File: config.mk
export PLATFORM = sky130hd
export DESIGN_NAME = tfr_frame_readout
export DESIGN_NICKNAME = d
export VERILOG_FILES = /design/src/include/tfr_pkg.sv /design/src/include/tfr_stream_if.sv /design/src/tfr_frame_readout.sv /design/src/tfr_fifo.sv
export VERILOG_INCLUDE_DIRS = /design/src /design/src/include
export SDC_FILE = /design/constraint.sdc
export NUM_CORES = 1
export LEC_CHECK = 0
export ABC_AREA = 0
export BUFFER_PORTS_ARGS = -buffer_cell sky130_fd_sc_hd__clkbuf_2
export CORE_UTILIZATION = 30
export CTS_CLUSTER_DIAMETER = 150
export CTS_CLUSTER_SIZE = 25
export DETAILED_ROUTE_END_ITERATION = 8
export SYNTH_ARGS = -nofsm -noshare
export SYNTH_HDL_FRONTEND = slang
export SYNTH_SLANG_ARGS = --single-unit
File: constraint.sdc
create_clock -name clk -period 4.8 [get_ports clk]
set_input_delay 0.96 -clock clk [delete_from_list [all_inputs] [get_ports clk]]
set_output_delay 0.96 -clock clk [all_outputs]
set_load 0.1 [all_outputs]
File: src/include/tfr_regs.svh
// Register offsets, field positions, reset values and counts of the imager readout
`ifndef TFR_REGS_SVH
`define TFR_REGS_SVH

// Pages
`define TFR_PAGE_MODE      3'h1
`define TFR_PAGE_DATA      3'h2
`define TFR_PAGE_CTRL      3'h4

// Offsets
`define TFR_OFS_FIRST_SEL  8'h02
`define TFR_OFS_SECOND_SEL 8'h05
`define TFR_OFS_DATA_PORT  8'h0C
`define TFR_OFS_SAT_A      8'h0D
`define TFR_OFS_SAT_B      8'h0E
`define TFR_OFS_OVF_A      8'h10
`define TFR_OFS_OVF_B      8'h11
`define TFR_OFS_UNF_A      8'h12
`define TFR_OFS_UNF_B      8'h13
`define TFR_OFS_MOD_SEL    8'h12
`define TFR_OFS_RDMODE     8'h15

// Mode selection values
`define TFR_FIRST_SEL_4    8'h34
`define TFR_SECOND_SEL_4   8'h3D
`define TFR_MOD_SEL_4      8'h30
`define TFR_FIRST_SEL_2B   8'h32
`define TFR_SECOND_SEL_2B  8'h33
`define TFR_MOD_SEL_2      8'h10
`define TFR_MOD_SEL_1      8'h00
`define TFR_RDMODE_ROLL    6'h23
`define TFR_RAW_BIT        6

// Reset values
`define TFR_RST_FIRST_SEL  8'h34
`define TFR_RST_SECOND_SEL 8'h3D
`define TFR_RST_MOD_SEL    8'h30
`define TFR_RST_RDMODE     8'h00

// Embedded validity codes and valid range of the signed difference
`define TFR_CODE_SAT       12'h7FF
`define TFR_CODE_OVF       12'h7FE
`define TFR_CODE_UNF       12'h800
`define TFR_DIFF_MAX       13'h07FD
`define TFR_DIFF_MIN       13'h1801
`define TFR_CLAMP_MAX      13'h07FF
`define TFR_CLAMP_MIN      13'h1800

// Frame geometry and counts
`define TFR_LAST_BYTE      2'h2
`define TFR_LAST_PAIR      5'h1F
`define TFR_LAST_COL       3'h7
`define TFR_LAST_ROWPAIR   2'h3
`define TFR_CENTRE_UPPER   3'h3
`define TFR_CENTRE_LOWER   3'h4
`define TFR_PIXELS         64
`define TFR_FIFO_DEPTH     8

`endif

File: src/include/tfr_pkg.sv
// Types shared by the imager readout modules
package tfr_pkg;

  typedef enum logic [3:0] {
    ST_IDLE    = 4'b0001,
    ST_EXPOSE  = 4'b0010,
    ST_CONVERT = 4'b0100,
    ST_READOUT = 4'b1000
  } tfr_state_t;

  typedef logic [11:0] tfr_pixel_t;

  typedef struct packed {
    logic       sat;
    logic       ovf;
    logic       unf;
    tfr_pixel_t word;
  } tfr_conv_t;

endpackage

File: src/include/tfr_stream_if.sv
// Byte stream between the frame feeder and the data port FIFO
`timescale 1ns/1ps
interface tfr_stream_if #(parameter int W = 8);
  logic         wr_valid;
  logic         wr_ready;
  logic [W-1:0] wr_data;
  logic         rd_valid;
  logic         rd_ready;
  logic [W-1:0] rd_data;

  modport fifo
  (
    input  wr_valid,
    output wr_ready,
    input  wr_data,
    output rd_valid,
    input  rd_ready,
    output rd_data
  );

  modport user
  (
    output wr_valid,
    input  wr_ready,
    output wr_data,
    input  rd_valid,
    output rd_ready,
    input  rd_data
  );
endinterface

File: src/tfr_frame_readout.sv
// 8x8 time-of-flight imager frame conversion and pixel-pair byte readout
//
// Overview of operation
// - Four phase samples per trigger use first select 0x34, second select 0x3D, modulation 0x30.
// - Two samples use 0x32/0x33 with modulation 0x10; one-sample rolling uses modulation 0x00, readout mode 0x23.
// - One exposure pulse serves all pixels of a frame, so one integration time applies.
// - A frame is 64 pixels of 12 bits, moved out in exactly 96 byte reads.
// - The frame is three byte reads per pair, four pairs per row, eight rows.
// - Readout starts at the vertical centre and sends two adjacent pixels as one packed pair.
// - A pair goes MSB first: even[11:4], even[3:0] with odd[3:0], odd[11:4].
// - Rows go 3,4,2,5,1,6,0,7 and within a row the pairs go columns 0&1 to 6&7.
// - Embedded format replaces a pixel with 0x7FF saturation, 0x7FE overflow, 0x800 underflow.
// - Saturation, overflow and underflow flag bits read from 0x0D/0E, 0x10/11, 0x12/13 of page 2.
// - Embedded format is on after reset and bit 6 of the readout mode register turns it off.
// - A pixel is the difference of its two storage gates as signed 12 bits plus a saturation bit.
// - Conversion handles an upper and a lower row together, starting at the centre.
`timescale 1ns/1ps
`include "tfr_regs.svh"
module tfr_frame_readout
(
  // Clock and reset
  input  wire logic             clk,
  input  wire logic             rst_n,
  // Register port
  input  wire logic [2:0]       reg_page,
  input  wire logic [7:0]       reg_addr,
  input  wire logic             reg_wr,
  input  wire logic             reg_rd,
  input  wire logic [7:0]       reg_wdata,
  output logic      [7:0]       reg_rdata_r,
  output logic                  reg_rvalid_r,
  // Trigger pin
  input  wire logic             exposure_trigger,
  // Pixel front end
  output logic                  expose_r,
  output logic      [7:0]       afe_first_sel_r,
  output logic      [7:0]       afe_second_sel_r,
  output logic      [2:0]       phase_samples_r,
  output logic                  afe_req_r,
  output logic      [1:0]       afe_rowpair_r,
  output logic      [2:0]       afe_col_r,
  input  wire logic             afe_ack,
  input  wire logic [1:0][11:0] storage_gate_first,
  input  wire logic [1:0][11:0] storage_gate_second,
  input  wire logic [1:0]       afe_sat,
  // Status
  output logic                  frame_ready_r
);

  // Register file
  logic [7:0]  first_sel_r;
  logic [7:0]  second_sel_r;
  logic [7:0]  mod_sel_r;
  logic [7:0]  rdmode_r;
  logic [15:0] sat_flags_r;
  logic [15:0] ovf_flags_r;
  logic [15:0] unf_flags_r;
  logic [15:0] sat_work_r;
  logic [15:0] ovf_work_r;
  logic [15:0] unf_work_r;

  // Control
  tfr_pkg::tfr_state_t state_r;
  tfr_pkg::tfr_state_t state_nxt;
  logic [2:0]  trig_sync_r;
  logic [4:0]  feed_pair_r;
  logic [1:0]  feed_byte_r;
  logic        feed_done_r;

  tfr_pkg::tfr_pixel_t frame_mem [`TFR_PIXELS];

  tfr_stream_if #(.W(8)) strm ();

  tfr_fifo #(.W(8), .D(`TFR_FIFO_DEPTH)) u_fifo
  (
    .clk   (clk),
    .rst_n (rst_n),
    .s     (strm.fifo)
  );

  // ------------------------------------------------------------------
  // Functions
  // ------------------------------------------------------------------

  function automatic logic sel(input logic [2:0] page, input logic [7:0] addr,
                               input logic [2:0] p, input logic [7:0] a);
    sel = (page == p) && (addr == a);
  endfunction

  // Centre-out row of a row read
  function automatic logic [2:0] row_of(input logic [2:0] rr);
    row_of = rr[0] ? (`TFR_CENTRE_LOWER + {1'b0, rr[2:1]})
                   : (`TFR_CENTRE_UPPER - {1'b0, rr[2:1]});
  endfunction

  // Gate difference to pixel word and validity flags
  function automatic tfr_pkg::tfr_conv_t convert(input logic [11:0] ga, input logic [11:0] gb,
                                                 input logic sat, input logic raw);
    logic signed [12:0] diff;
    tfr_pkg::tfr_conv_t c;
    diff  = $signed({1'b0, ga}) - $signed({1'b0, gb});
    c.sat = sat;
    c.ovf = diff > $signed(`TFR_DIFF_MAX);
    c.unf = diff < $signed(`TFR_DIFF_MIN);
    if (!raw && c.sat)
      c.word = `TFR_CODE_SAT;
    else if (!raw && c.ovf)
      c.word = `TFR_CODE_OVF;
    else if (!raw && c.unf)
      c.word = `TFR_CODE_UNF;
    else if (diff > $signed(`TFR_CLAMP_MAX))
      c.word = `TFR_CODE_SAT;
    else if (diff < $signed(`TFR_CLAMP_MIN))
      c.word = `TFR_CODE_UNF;
    else
      c.word = diff[11:0];
    convert = c;
  endfunction

  // Phase samples per trigger from the mode registers
  function automatic logic [2:0] samples_of(input logic [7:0] mods, input logic [7:0] rdm);
    if (mods == `TFR_MOD_SEL_4)
      samples_of = 3'h4;
    else if (mods == `TFR_MOD_SEL_2)
      samples_of = 3'h2;
    else if (mods == `TFR_MOD_SEL_1 && rdm[5:0] == `TFR_RDMODE_ROLL)
      samples_of = 3'h1;
    else
      samples_of = 3'h0;
  endfunction

  // ------------------------------------------------------------------
  // Decode
  // ------------------------------------------------------------------

  wire trig_rise  = trig_sync_r[1] && !trig_sync_r[2];
  wire raw_mode   = rdmode_r[`TFR_RAW_BIT];
  wire data_rd    = reg_rd && sel(reg_page, reg_addr, `TFR_PAGE_DATA, `TFR_OFS_DATA_PORT);
  wire conv_ack   = (state_r == tfr_pkg::ST_CONVERT) && afe_req_r && afe_ack;
  wire conv_last  = conv_ack && afe_rowpair_r == `TFR_LAST_ROWPAIR && afe_col_r == `TFR_LAST_COL;
  wire [2:0] up_row  = `TFR_CENTRE_UPPER - {1'b0, afe_rowpair_r};
  wire [2:0] low_row = `TFR_CENTRE_LOWER + {1'b0, afe_rowpair_r};
  wire [3:0] up_grp  = {up_row[2:1], afe_col_r[2:1]};
  wire [3:0] low_grp = {low_row[2:1], afe_col_r[2:1]};
  wire tfr_pkg::tfr_conv_t up_conv = convert(storage_gate_first[0], storage_gate_second[0],
                                             afe_sat[0], raw_mode);
  wire tfr_pkg::tfr_conv_t low_conv = convert(storage_gate_first[1], storage_gate_second[1],
                                              afe_sat[1], raw_mode);
  wire [15:0] up_bit  = 16'h0001 << up_grp;
  wire [15:0] low_bit = 16'h0001 << low_grp;

  // Byte source: pair index -> row read and column pair
  wire [2:0] rd_row    = row_of(feed_pair_r[4:2]);
  wire [5:0] even_addr = {rd_row, feed_pair_r[1:0], 1'b0};
  wire [5:0] odd_addr  = {rd_row, feed_pair_r[1:0], 1'b1};
  wire tfr_pkg::tfr_pixel_t even_pix = frame_mem[even_addr];
  wire tfr_pkg::tfr_pixel_t odd_pix  = frame_mem[odd_addr];
  wire [7:0] pack_byte = (feed_byte_r == 2'h0) ? even_pix[11:4] :
                         (feed_byte_r == 2'h1) ? {even_pix[3:0], odd_pix[3:0]} :
                                                 odd_pix[11:4];
  wire feed_push = (state_r == tfr_pkg::ST_READOUT) && !feed_done_r && strm.wr_ready;
  wire feed_last = feed_pair_r == `TFR_LAST_PAIR && feed_byte_r == `TFR_LAST_BYTE;

  assign strm.wr_valid = feed_push;
  assign strm.wr_data  = pack_byte;
  assign strm.rd_ready = data_rd;

  logic [7:0] rd_mux;
  always_comb
  begin
    rd_mux = 8'h00;
    if (sel(reg_page, reg_addr, `TFR_PAGE_MODE, `TFR_OFS_FIRST_SEL))
      rd_mux = first_sel_r;
    else if (sel(reg_page, reg_addr, `TFR_PAGE_MODE, `TFR_OFS_SECOND_SEL))
      rd_mux = second_sel_r;
    else if (data_rd)
      rd_mux = strm.rd_valid ? strm.rd_data : 8'h00;
    else if (sel(reg_page, reg_addr, `TFR_PAGE_DATA, `TFR_OFS_SAT_A))
      rd_mux = sat_flags_r[7:0];
    else if (sel(reg_page, reg_addr, `TFR_PAGE_DATA, `TFR_OFS_SAT_B))
      rd_mux = sat_flags_r[15:8];
    else if (sel(reg_page, reg_addr, `TFR_PAGE_DATA, `TFR_OFS_OVF_A))
      rd_mux = ovf_flags_r[7:0];
    else if (sel(reg_page, reg_addr, `TFR_PAGE_DATA, `TFR_OFS_OVF_B))
      rd_mux = ovf_flags_r[15:8];
    else if (sel(reg_page, reg_addr, `TFR_PAGE_DATA, `TFR_OFS_UNF_A))
      rd_mux = unf_flags_r[7:0];
    else if (sel(reg_page, reg_addr, `TFR_PAGE_DATA, `TFR_OFS_UNF_B))
      rd_mux = unf_flags_r[15:8];
    else if (sel(reg_page, reg_addr, `TFR_PAGE_CTRL, `TFR_OFS_MOD_SEL))
      rd_mux = mod_sel_r;
    else if (sel(reg_page, reg_addr, `TFR_PAGE_CTRL, `TFR_OFS_RDMODE))
      rd_mux = rdmode_r;
  end

  // ------------------------------------------------------------------
  // Sequencer
  // ------------------------------------------------------------------

  // A trigger that rises before the host has drained the frame is ignored,
  // so the frame store is never overwritten under an unfinished readout.
  always_comb
  begin
    state_nxt = state_r;
    case (state_r)
      tfr_pkg::ST_IDLE:
        if (trig_rise)
          state_nxt = tfr_pkg::ST_EXPOSE;
      tfr_pkg::ST_EXPOSE:
        state_nxt = tfr_pkg::ST_CONVERT;
      tfr_pkg::ST_CONVERT:
        if (conv_last)
          state_nxt = tfr_pkg::ST_READOUT;
      tfr_pkg::ST_READOUT:
        if (feed_done_r && !strm.rd_valid)
          state_nxt = tfr_pkg::ST_IDLE;
      default:
        state_nxt = tfr_pkg::ST_IDLE;
    endcase
  end

  always_ff @(posedge clk or negedge rst_n)
  begin
    if (!rst_n)
    begin
      state_r     <= tfr_pkg::ST_IDLE;
      trig_sync_r <= 3'h0;
    end
    else
    begin
      state_r     <= state_nxt;
      trig_sync_r <= {trig_sync_r[1:0], exposure_trigger};
    end
  end

  // ------------------------------------------------------------------
  // Registers
  // ------------------------------------------------------------------

  always_ff @(posedge clk or negedge rst_n)
  begin
    if (!rst_n)
    begin
      first_sel_r  <= `TFR_RST_FIRST_SEL;
      second_sel_r <= `TFR_RST_SECOND_SEL;
      mod_sel_r    <= `TFR_RST_MOD_SEL;
      rdmode_r     <= `TFR_RST_RDMODE;
    end
    else if (reg_wr)
    begin
      if (sel(reg_page, reg_addr, `TFR_PAGE_MODE, `TFR_OFS_FIRST_SEL))
        first_sel_r <= reg_wdata;
      if (sel(reg_page, reg_addr, `TFR_PAGE_MODE, `TFR_OFS_SECOND_SEL))
        second_sel_r <= reg_wdata;
      if (sel(reg_page, reg_addr, `TFR_PAGE_CTRL, `TFR_OFS_MOD_SEL))
        mod_sel_r <= reg_wdata;
      if (sel(reg_page, reg_addr, `TFR_PAGE_CTRL, `TFR_OFS_RDMODE))
        rdmode_r <= reg_wdata;
    end
  end

  always_ff @(posedge clk or negedge rst_n)
  begin
    if (!rst_n)
    begin
      reg_rdata_r  <= 8'h00;
      reg_rvalid_r <= 1'b0;
    end
    else
    begin
      reg_rdata_r  <= reg_rd ? rd_mux : reg_rdata_r;
      reg_rvalid_r <= reg_rd;
    end
  end

  // ------------------------------------------------------------------
  // Conversion
  // ------------------------------------------------------------------

  always_ff @(posedge clk)
  begin
    if (conv_ack)
    begin
      frame_mem[{up_row, afe_col_r}]  <= up_conv.word;
      frame_mem[{low_row, afe_col_r}] <= low_conv.word;
    end
  end

  // Flags build in a work copy and are published at frame end
  always_ff @(posedge clk or negedge rst_n)
  begin
    if (!rst_n)
    begin
      sat_work_r  <= 16'h0000;
      ovf_work_r  <= 16'h0000;
      unf_work_r  <= 16'h0000;
      sat_flags_r <= 16'h0000;
      ovf_flags_r <= 16'h0000;
      unf_flags_r <= 16'h0000;
    end
    else if (state_r == tfr_pkg::ST_EXPOSE)
    begin
      sat_work_r <= 16'h0000;
      ovf_work_r <= 16'h0000;
      unf_work_r <= 16'h0000;
    end
    else if (conv_ack)
    begin
      sat_work_r <= sat_work_r | (up_conv.sat ? up_bit : 16'h0000) | (low_conv.sat ? low_bit : 16'h0000);
      ovf_work_r <= ovf_work_r | (up_conv.ovf ? up_bit : 16'h0000) | (low_conv.ovf ? low_bit : 16'h0000);
      unf_work_r <= unf_work_r | (up_conv.unf ? up_bit : 16'h0000) | (low_conv.unf ? low_bit : 16'h0000);
      if (conv_last)
      begin
        sat_flags_r <= sat_work_r | (up_conv.sat ? up_bit : 16'h0000) | (low_conv.sat ? low_bit : 16'h0000);
        ovf_flags_r <= ovf_work_r | (up_conv.ovf ? up_bit : 16'h0000) | (low_conv.ovf ? low_bit : 16'h0000);
        unf_flags_r <= unf_work_r | (up_conv.unf ? up_bit : 16'h0000) | (low_conv.unf ? low_bit : 16'h0000);
      end
    end
  end

  // Front end outputs
  always_ff @(posedge clk or negedge rst_n)
  begin
    if (!rst_n)
    begin
      expose_r         <= 1'b0;
      afe_first_sel_r  <= 8'h00;
      afe_second_sel_r <= 8'h00;
      phase_samples_r  <= 3'h0;
      afe_req_r        <= 1'b0;
      afe_rowpair_r    <= 2'h0;
      afe_col_r        <= 3'h0;
    end
    else
    begin
      expose_r        <= (state_nxt == tfr_pkg::ST_EXPOSE) && (state_r != tfr_pkg::ST_EXPOSE);
      phase_samples_r <= samples_of(mod_sel_r, rdmode_r);
      afe_first_sel_r <= first_sel_r;
      afe_second_sel_r <= (samples_of(mod_sel_r, rdmode_r) == 3'h1) ? 8'h00 : second_sel_r;
      if (state_r == tfr_pkg::ST_EXPOSE)
      begin
        afe_req_r     <= 1'b1;
        afe_rowpair_r <= 2'h0;
        afe_col_r     <= 3'h0;
      end
      else if (conv_ack)
      begin
        afe_req_r     <= !conv_last;
        afe_col_r     <= afe_col_r + 3'h1;
        afe_rowpair_r <= (afe_col_r == `TFR_LAST_COL) ? afe_rowpair_r + 2'h1 : afe_rowpair_r;
      end
    end
  end

  // ------------------------------------------------------------------
  // Byte feeder
  // ------------------------------------------------------------------

  always_ff @(posedge clk or negedge rst_n)
  begin
    if (!rst_n)
    begin
      feed_pair_r   <= 5'h00;
      feed_byte_r   <= 2'h0;
      feed_done_r   <= 1'b0;
      frame_ready_r <= 1'b0;
    end
    else
    begin
      frame_ready_r <= (state_nxt == tfr_pkg::ST_READOUT);
      if (state_r == tfr_pkg::ST_EXPOSE)
      begin
        feed_pair_r <= 5'h00;
        feed_byte_r <= 2'h0;
        feed_done_r <= 1'b0;
      end
      else if (feed_push)
      begin
        feed_done_r <= feed_last;
        feed_byte_r <= (feed_byte_r == `TFR_LAST_BYTE) ? 2'h0 : feed_byte_r + 2'h1;
        if (feed_byte_r == `TFR_LAST_BYTE)
          feed_pair_r <= feed_pair_r + 5'h01;
      end
    end
  end

endmodule

File: src/tfr_fifo.sv
// Synchronous FIFO with valid/ready on both sides
`timescale 1ns/1ps
module tfr_fifo
#(
  parameter int W = 8,
  parameter int D = 8
)
(
  // Clock and reset
  input wire logic clk,
  input wire logic rst_n,
  // Stream
  tfr_stream_if.fifo s
);

  localparam int AW = $clog2(D);

  logic [W-1:0] mem [D];
  logic [AW-1:0] wp_r;
  logic [AW-1:0] rp_r;
  logic [AW:0]   cnt_r;

  wire push = s.wr_valid && s.wr_ready;
  wire pop  = s.rd_valid && s.rd_ready;

  assign s.wr_ready = (cnt_r != (AW+1)'(D));
  assign s.rd_valid = (cnt_r != '0);
  assign s.rd_data  = mem[rp_r];

  always_ff @(posedge clk)
  begin
    if (push)
      mem[wp_r] <= s.wr_data;
  end

  // Pointers wrap by compare so non power-of-two depths still work
  always_ff @(posedge clk or negedge rst_n)
  begin
    if (!rst_n)
    begin
      wp_r  <= '0;
      rp_r  <= '0;
      cnt_r <= '0;
    end
    else
    begin
      if (push)
        wp_r <= (wp_r == AW'(D-1)) ? '0 : wp_r + AW'(1);
      if (pop)
        rp_r <= (rp_r == AW'(D-1)) ? '0 : rp_r + AW'(1);
      cnt_r <= cnt_r + (AW+1)'(push) - (AW+1)'(pop);
    end
  end

endmodule

# [After elaboration in Yosys (flattened, before gate mapping)]
# Memories as Yosys holds them, arrays and structs flattened.
# Index checks and enable logic that the tools add are counted.
[classes] shift=2 n_mux=66 reduce_logical=50 n_eq_ne=32 n_bitwise=7 n_addsub=14 order_cmp=8
[op_table] operator="16-bit two-way mux" count=12
[op_table] operator="12-bit two-way mux" count=10
[op_table] operator="8-bit two-way mux" count=15
[op_table] operator="16-bit OR" count=6
[op_table] operator="13-bit by 12-bit greater-than comparator with 1-bit output, second input constant" count=4
[op_table] operator="13-bit by 12-bit less-than comparator with 1-bit output, second input constant" count=4
[op_table] operator="8-bit by 5-bit == test with 1-bit output, second input constant" count=6
[op_table] operator="1-bit by 4-bit left shift with 16-bit output, first input constant" count=2
[op_table] operator="1-bit logical AND" count=31
[op_table] operator="12-bit by 12-bit subtractor with 13-bit output" count=2
[op_table] operator="8-bit by 4-bit == test with 1-bit output, second input constant" count=3
[op_table] operator="3-bit two-way mux" count=6
[op_table] operator="4-bit one-hot mux with 4 select lines" count=1
[op_table] operator="5-bit two-way mux" count=3
[op_table] operator="2-bit two-way mux" count=7
[op_table] operator="3-bit == test, second input constant" count=4
[op_table] operator="4-bit two-way mux" count=3
[op_table] operator="2-bit AND reduction" count=6
[op_table] operator="3-bit by 1-bit adder with 3-bit output, second input constant" count=3
[op_table] operator="1-bit two-way mux" count=9
[op_table] operator="4-bit by 2-bit == test with 1-bit output, second input constant" count=2
[op_table] operator="4-bit == test, second input constant" count=2
[op_table] operator="8-bit by 2-bit == test with 1-bit output, second input constant" count=1
[op_table] operator="8-bit by 3-bit == test with 1-bit output, second input constant" count=1
[op_table] operator="24 further kinds" count=36
[word_totals] ramBits=832 reg_bits=189 memories=2 output_inout_bits=36 elab_cells=209
[memory_table] name="frame_mem" depth=64 width=12 rd=2 rd_clocked_by_memory_dff=0 wr=2 line_no="tfr_frame_readout.sv:70" rtl="tfr_pkg::tfr_pixel_t frame_mem [`TFR_PIXELS];"
[memory_table] name="u_fifo.mem" depth=8 width=8 rd=1 rd_clocked_by_memory_dff=0 wr=1 line_no="tfr_fifo.sv:18" rtl="logic [W-1:0] mem [D];"

# [Longest topological paths before layout]
[logic_depth] ltp_word=13 mapped_depth=13 depth_no_buf=11

# [By module]
# Synthesis repeated with hierarchy kept, for this count alone.
[unflattened] hier_cells=2400 area_unflattened_um2=42345.6
[modules_own_cells] mod="tfr_frame_readout" seq_area_each_um2=27555.2 n_inst=1 cells_each=2251 area_each_um2=39253.9
[modules_own_cells] mod="tfr_fifo" seq_area_each_um2=2172.1 n_inst=1 cells_each=149 area_each_um2=3091.7

# [Least setup slack after synthesis]
# OpenSTA, ideal clock, no wires.
[synth_path] kind="input-to-reg" start="input port storage_gate_first[12] (netlist name)" end="memory frame_mem[32][10] (netlist name), data pin" setup_time_ps=454 cell_stages=11 n_path_buf=0 t_required_ps=4346 arrival_time_ps=4043 setup_slack_ps=303 path_cell_list="inv_1 > ha_1 > fa_1 > and2b_1 > o21ai_1 > xor2_1 > or4_1 > or4_4 > nor4_4 > o31ai_2 > o21ai_0"
[synth_lines] element="start, declared" line_no="tfr_frame_readout.sv:43" rtl="input wire logic [1:0][11:0] storage_gate_first,"
[synth_lines] element="end, declared" line_no="tfr_frame_readout.sv:70"

==> metrics.md <==
| Metric | Value |
|---|---|
| Status | `finished, final reports clean` |
| Critical path data required time | `5.24 ns` |
| Antenna viol nets, final | `0` |
| Die width | `376.4 um` |
| Worst-skew pair later-pin latency | `0.66 ns` |
| WL/cell | `23.43 um` |
| Most frequent cell after synthesis | `edfxtp_1` |
| Top_reg_cell synth | `edfxtp_1` |
| Lkg Pwr | `15.88 nW` |
| Inst Count DP | `4363` |
| Post-layout power | `15.94 mW` |
| DR pass1 iterations | `7` |
| Pin count of the biggest net entering global routing | `116` |
| HPWL Detailed | `64200 um` |
| Initial antenna violation count | `7` |
| Critical path's slowest cell | `or4_1` |
| Crit share post-route | `80.53%` |
| First-pass GRT wire length | `152600 um` |
| Setup_tns | `0 ns` |
| WHS | `0.4145 ns` |
| Worst hold path class | `reg -> reg` |
| Most frequent CP cell | `buf_4` |
| CTS Buf Count | `47` |
| CTS H-tree depth | `2` |
| Clk_skew | `0.03760 ns` |
| Vias in the first global route | `22280` |
| Max incr delay on CP | `0.48 ns` |
| Drt drc | `0` |
| Area Overhead vs Synth | `12.13%` |
| Cells after Synth | `2371` |
| Share of synthesized registers carrying an async set or reset | `18.51%` |
| Max-cap violations | `0` |
| Register area | `0.02973 mm^2` |
| RSZ-0062 raised after global routing | `no` |
| Reg2reg path depth | `7` |
| Grt ovf | `0` |
| Detailed-route wire length | `103800 um` |
| Layout cell share with drive strength beyond 1 | `25.91%` |
| Crit-path max FO | `32` |
| Clk network pwr share | `28.6%` |
| Rel. slew slack | `19.05%` |
| Synth warn | `0` |
| Worst-path cell chain | `clkbuf_2 > inv_1 > ha_1 > fa_1 > and2b_1 > o21ai_1 > xor2_1 > or4_1 > or4_4 > nor4_4 > o31ai_2 > buf_4 > o21ai_2 > buf_4` |
| CTS tree | `yes` |
| Critical path class | `in -> reg` |
| Nets@finish | `2657` |
| Int Pwr | `12.10 mW` |
| Setup Fix Bufs, Post-CTS | `0` |
| Min-delay src | `trig_sync_r[1]$_DFF_PN0_` |
| Final core occ | `33.84%` |
| Hold Path Stages | `0` |
| Netlist area before placement | `0.04206 mm^2` |
| Fin crit period | `3.865 ns` |
| Pwr Density | `337.9 mW/mm^2` |
| Reg2Reg Setup Slack | `1.16 ns` |
| Highest ir drop seen on vdd | `0.3148 mV` |
| Die height | `376.4 um` |
| Distinct cells, synth | `80` |
| Largest cells by area after synthesis | `edfxtp_1 59%, mux4_2 13%, dfrtp_1 11%` |
| Initial Utilization | `30.18%` |
| Initial DRC Count | `2334` |
| Hold Path Sink | `trig_sync_r[2]$_DFF_PN0_` |
| Gpl congestion | `0.8059` |
| Startpoint types | `input port` |
| Commonest cells in the netlist | `832 x edfxtp_1, 234 x mux4_2, 178 x dfrtp_1` |
| Post-synth top area cell | `edfxtp_1` |
| Number of diodes | `0` |
| Crit path DAT | `4.30 ns` |
| Net switching power | `3.836 mW` |
| Core region area | `0.1394 mm^2` |
| Yosys top cell area share | `59.40%` |
| Ports | `111` |
| Hold-fix buffers, CTS | `0` |
| Post-synth EDFFs | `832` |
| Finish-stage setup viols | `0` |
| Worst Max-Slew Pin Slew | `1.214 ns` |
| Sw Share | `24.07%` |
| Final Non-Filler Cells | `4431` |
| DIE AREA | `0.1417 mm^2` |
| Final Hold Viols | `0` |
| Fmax | `258.7 MHz` |
| Cell Rows | `137` |
| Via count | `22650` |
| Post-Syn Nets | `2492` |
| Port Buf Inserts | `110` |
| Syn_area_per_cell | `17.74 um^2` |
| Slew Viols, Final | `0` |
| Clock Root Buffer | `clkbuf_16` |
| RR Endpoint | `u_fifo.mem[5][1]$_DFFE_PP_` |
| Gate power share | `8.6%` |
| Crit end category | `flop` |
| Cts repair resizes | `0` |
| Number of synthesized register bits | `1021` |
| Filler instances | `13140` |
| Reg2Reg Launch Point | `feed_pair_r[2]$_DFFE_PN0P_` |
| Area of the multi-input gates | `0.01195 mm^2` |
| Num Clock Sinks | `1021` |
| Post-synthesis sequential area ratio | `70.67%` |
| CTS clk-pin slew, worst paths | `0.10 ns` |
| Vias per cell | `5.112` |
| Longest Clk Path Bufs | `3` |
| GRT Util Overall | `14.47%` |
| Register share of total power | `62.8%` |
area by class of cell:
| class | instances | area share, % |
|---|---|---|
| Inverter | 50 | 0.4032 |
| Clock buffer | 63 | 2.621 |
| Sequential cell | 1021 | 63.04 |
| Timing Repair Buffer | 235 | 3.441 |
| Clock inverter | 5 | 0.1883 |
| Multi-Input combinational cell | 1181 | 25.33 |
| Tap cell | 1876 | 4.977 |
flip-flops by register name, summed over array words and instances, names as in the netlist, 4 cells and up:
signal / cells
unf_work_r: 16
sat_work_r: 16
ovf_flags_r: 16
state_r: 4
mod_sel_r: 8
unf_flags_r: 16
u_fifo.cnt_r: 4
ovf_work_r: 16
second_sel_r: 8
rdmode_r: 8
afe_second_sel_r: 8
feed_pair_r: 5
afe_first_sel_r: 8
first_sel_r: 8
frame_mem: 768
sat_flags_r: 16
u_fifo.mem: 64
reg_rdata_r: 8
cell families (layout without fill, tap and decap cells):
| family | count (synthesis) | in the layout | synth area share (%) |
|---|---|---|---|
| mux | 371 | 371 | 15.93 |
| compound gates | 324 | 324 | 5.170 |
| xor+xnor | 21 | 21 | 0.4373 |
| buf+inv | 169 | 353 | 1.657 |
| fa+ha+maj | 50 | 50 | 1.517 |
| flops | 1021 | 1021 | 70.67 |
| simple gates | 415 | 415 | 4.620 |
worst max path at each step:
stage	start	end	slack (ns)	depth (start not counted)
after floorplan	storage_gate_first[12]	frame_mem[32][10]$_DFFE_PP_	0.30	11
after global placement	storage_gate_first[12]	frame_mem[37][8]$_DFFE_PP_	0.36	14
after detailed placement	storage_gate_first[12]	frame_mem[37][8]$_DFFE_PP_	0.30	14
after CTS	storage_gate_first[12]	frame_mem[63][8]$_DFFE_PP_	0.97	14
after global routing	storage_gate_first[12]	frame_mem[63][8]$_DFFE_PP_	0.77	14
final	storage_gate_first[12]	frame_mem[63][8]$_DFFE_PP_	0.93	14
worst max-delay path: cells and delay by family:
kind	cells	cell delay, ns
AND/OR/NAND/NOR	4	1.57
buffers and inverters	4	0.66
adder cells (fa/ha/maj)	2	0.63
AO/OA/AOI/OAI	3	0.28
XOR/XNOR	1	0.17
metrics by stage:
stage | setup WS, ns | instance area, um^2
after floorplan | 0.3031 | 42060
after global placement | 0.3585 | 45840
after CTS | 0.9696 | 47170
after detailed placement | 0.2967 | 45840
final | 0.9347 | 47170
after global routing | 0.7691 | 47170
power by group through the flow:
stage	clock network, mW	registers (mW)	logic [mW]
final	4.56	10.0	1.36
after global routing	4.96	10.0	1.49
after CTS	4.68	10.0	1.37
after detailed placement	0	10.2	1.37
after global placement	0	10.2	1.35
after floorplan	0	10.3	0.683
routing by layer:
metal | part of all wire, % | vias to the layer above | routed length [um] | GRT usage, %
met3 | 5.6 | 100 | 5853 | 1.730
li1 | - | 9749 | - | -
met5 | 0.012 | - | 12 | 0
met1 | 45 | 12160 | 46450 | 20.91
met4 | 1.7 | 2 | 1719 | 2.753
met2 | 48 | 644 | 49770 | 23.53
layout by cell type (no fill, tap or decap), drive strengths merged, types with 12 or more instances in the layout:
cell,count
edfxtp,832
clkbuf,173
o21ai,86
buf,125
a21oi,74
mux4,234
mux2i,91
nor2,135
o221ai,13
ha,43
nand3,23
mux2,46
nand2,136
dfrtp,178
and2,14
o22ai,20
nor3,23
a211oi,12
inv,52
o31ai,17
a22o,16
Note: power is estimated with default switching activity, not from simulation.
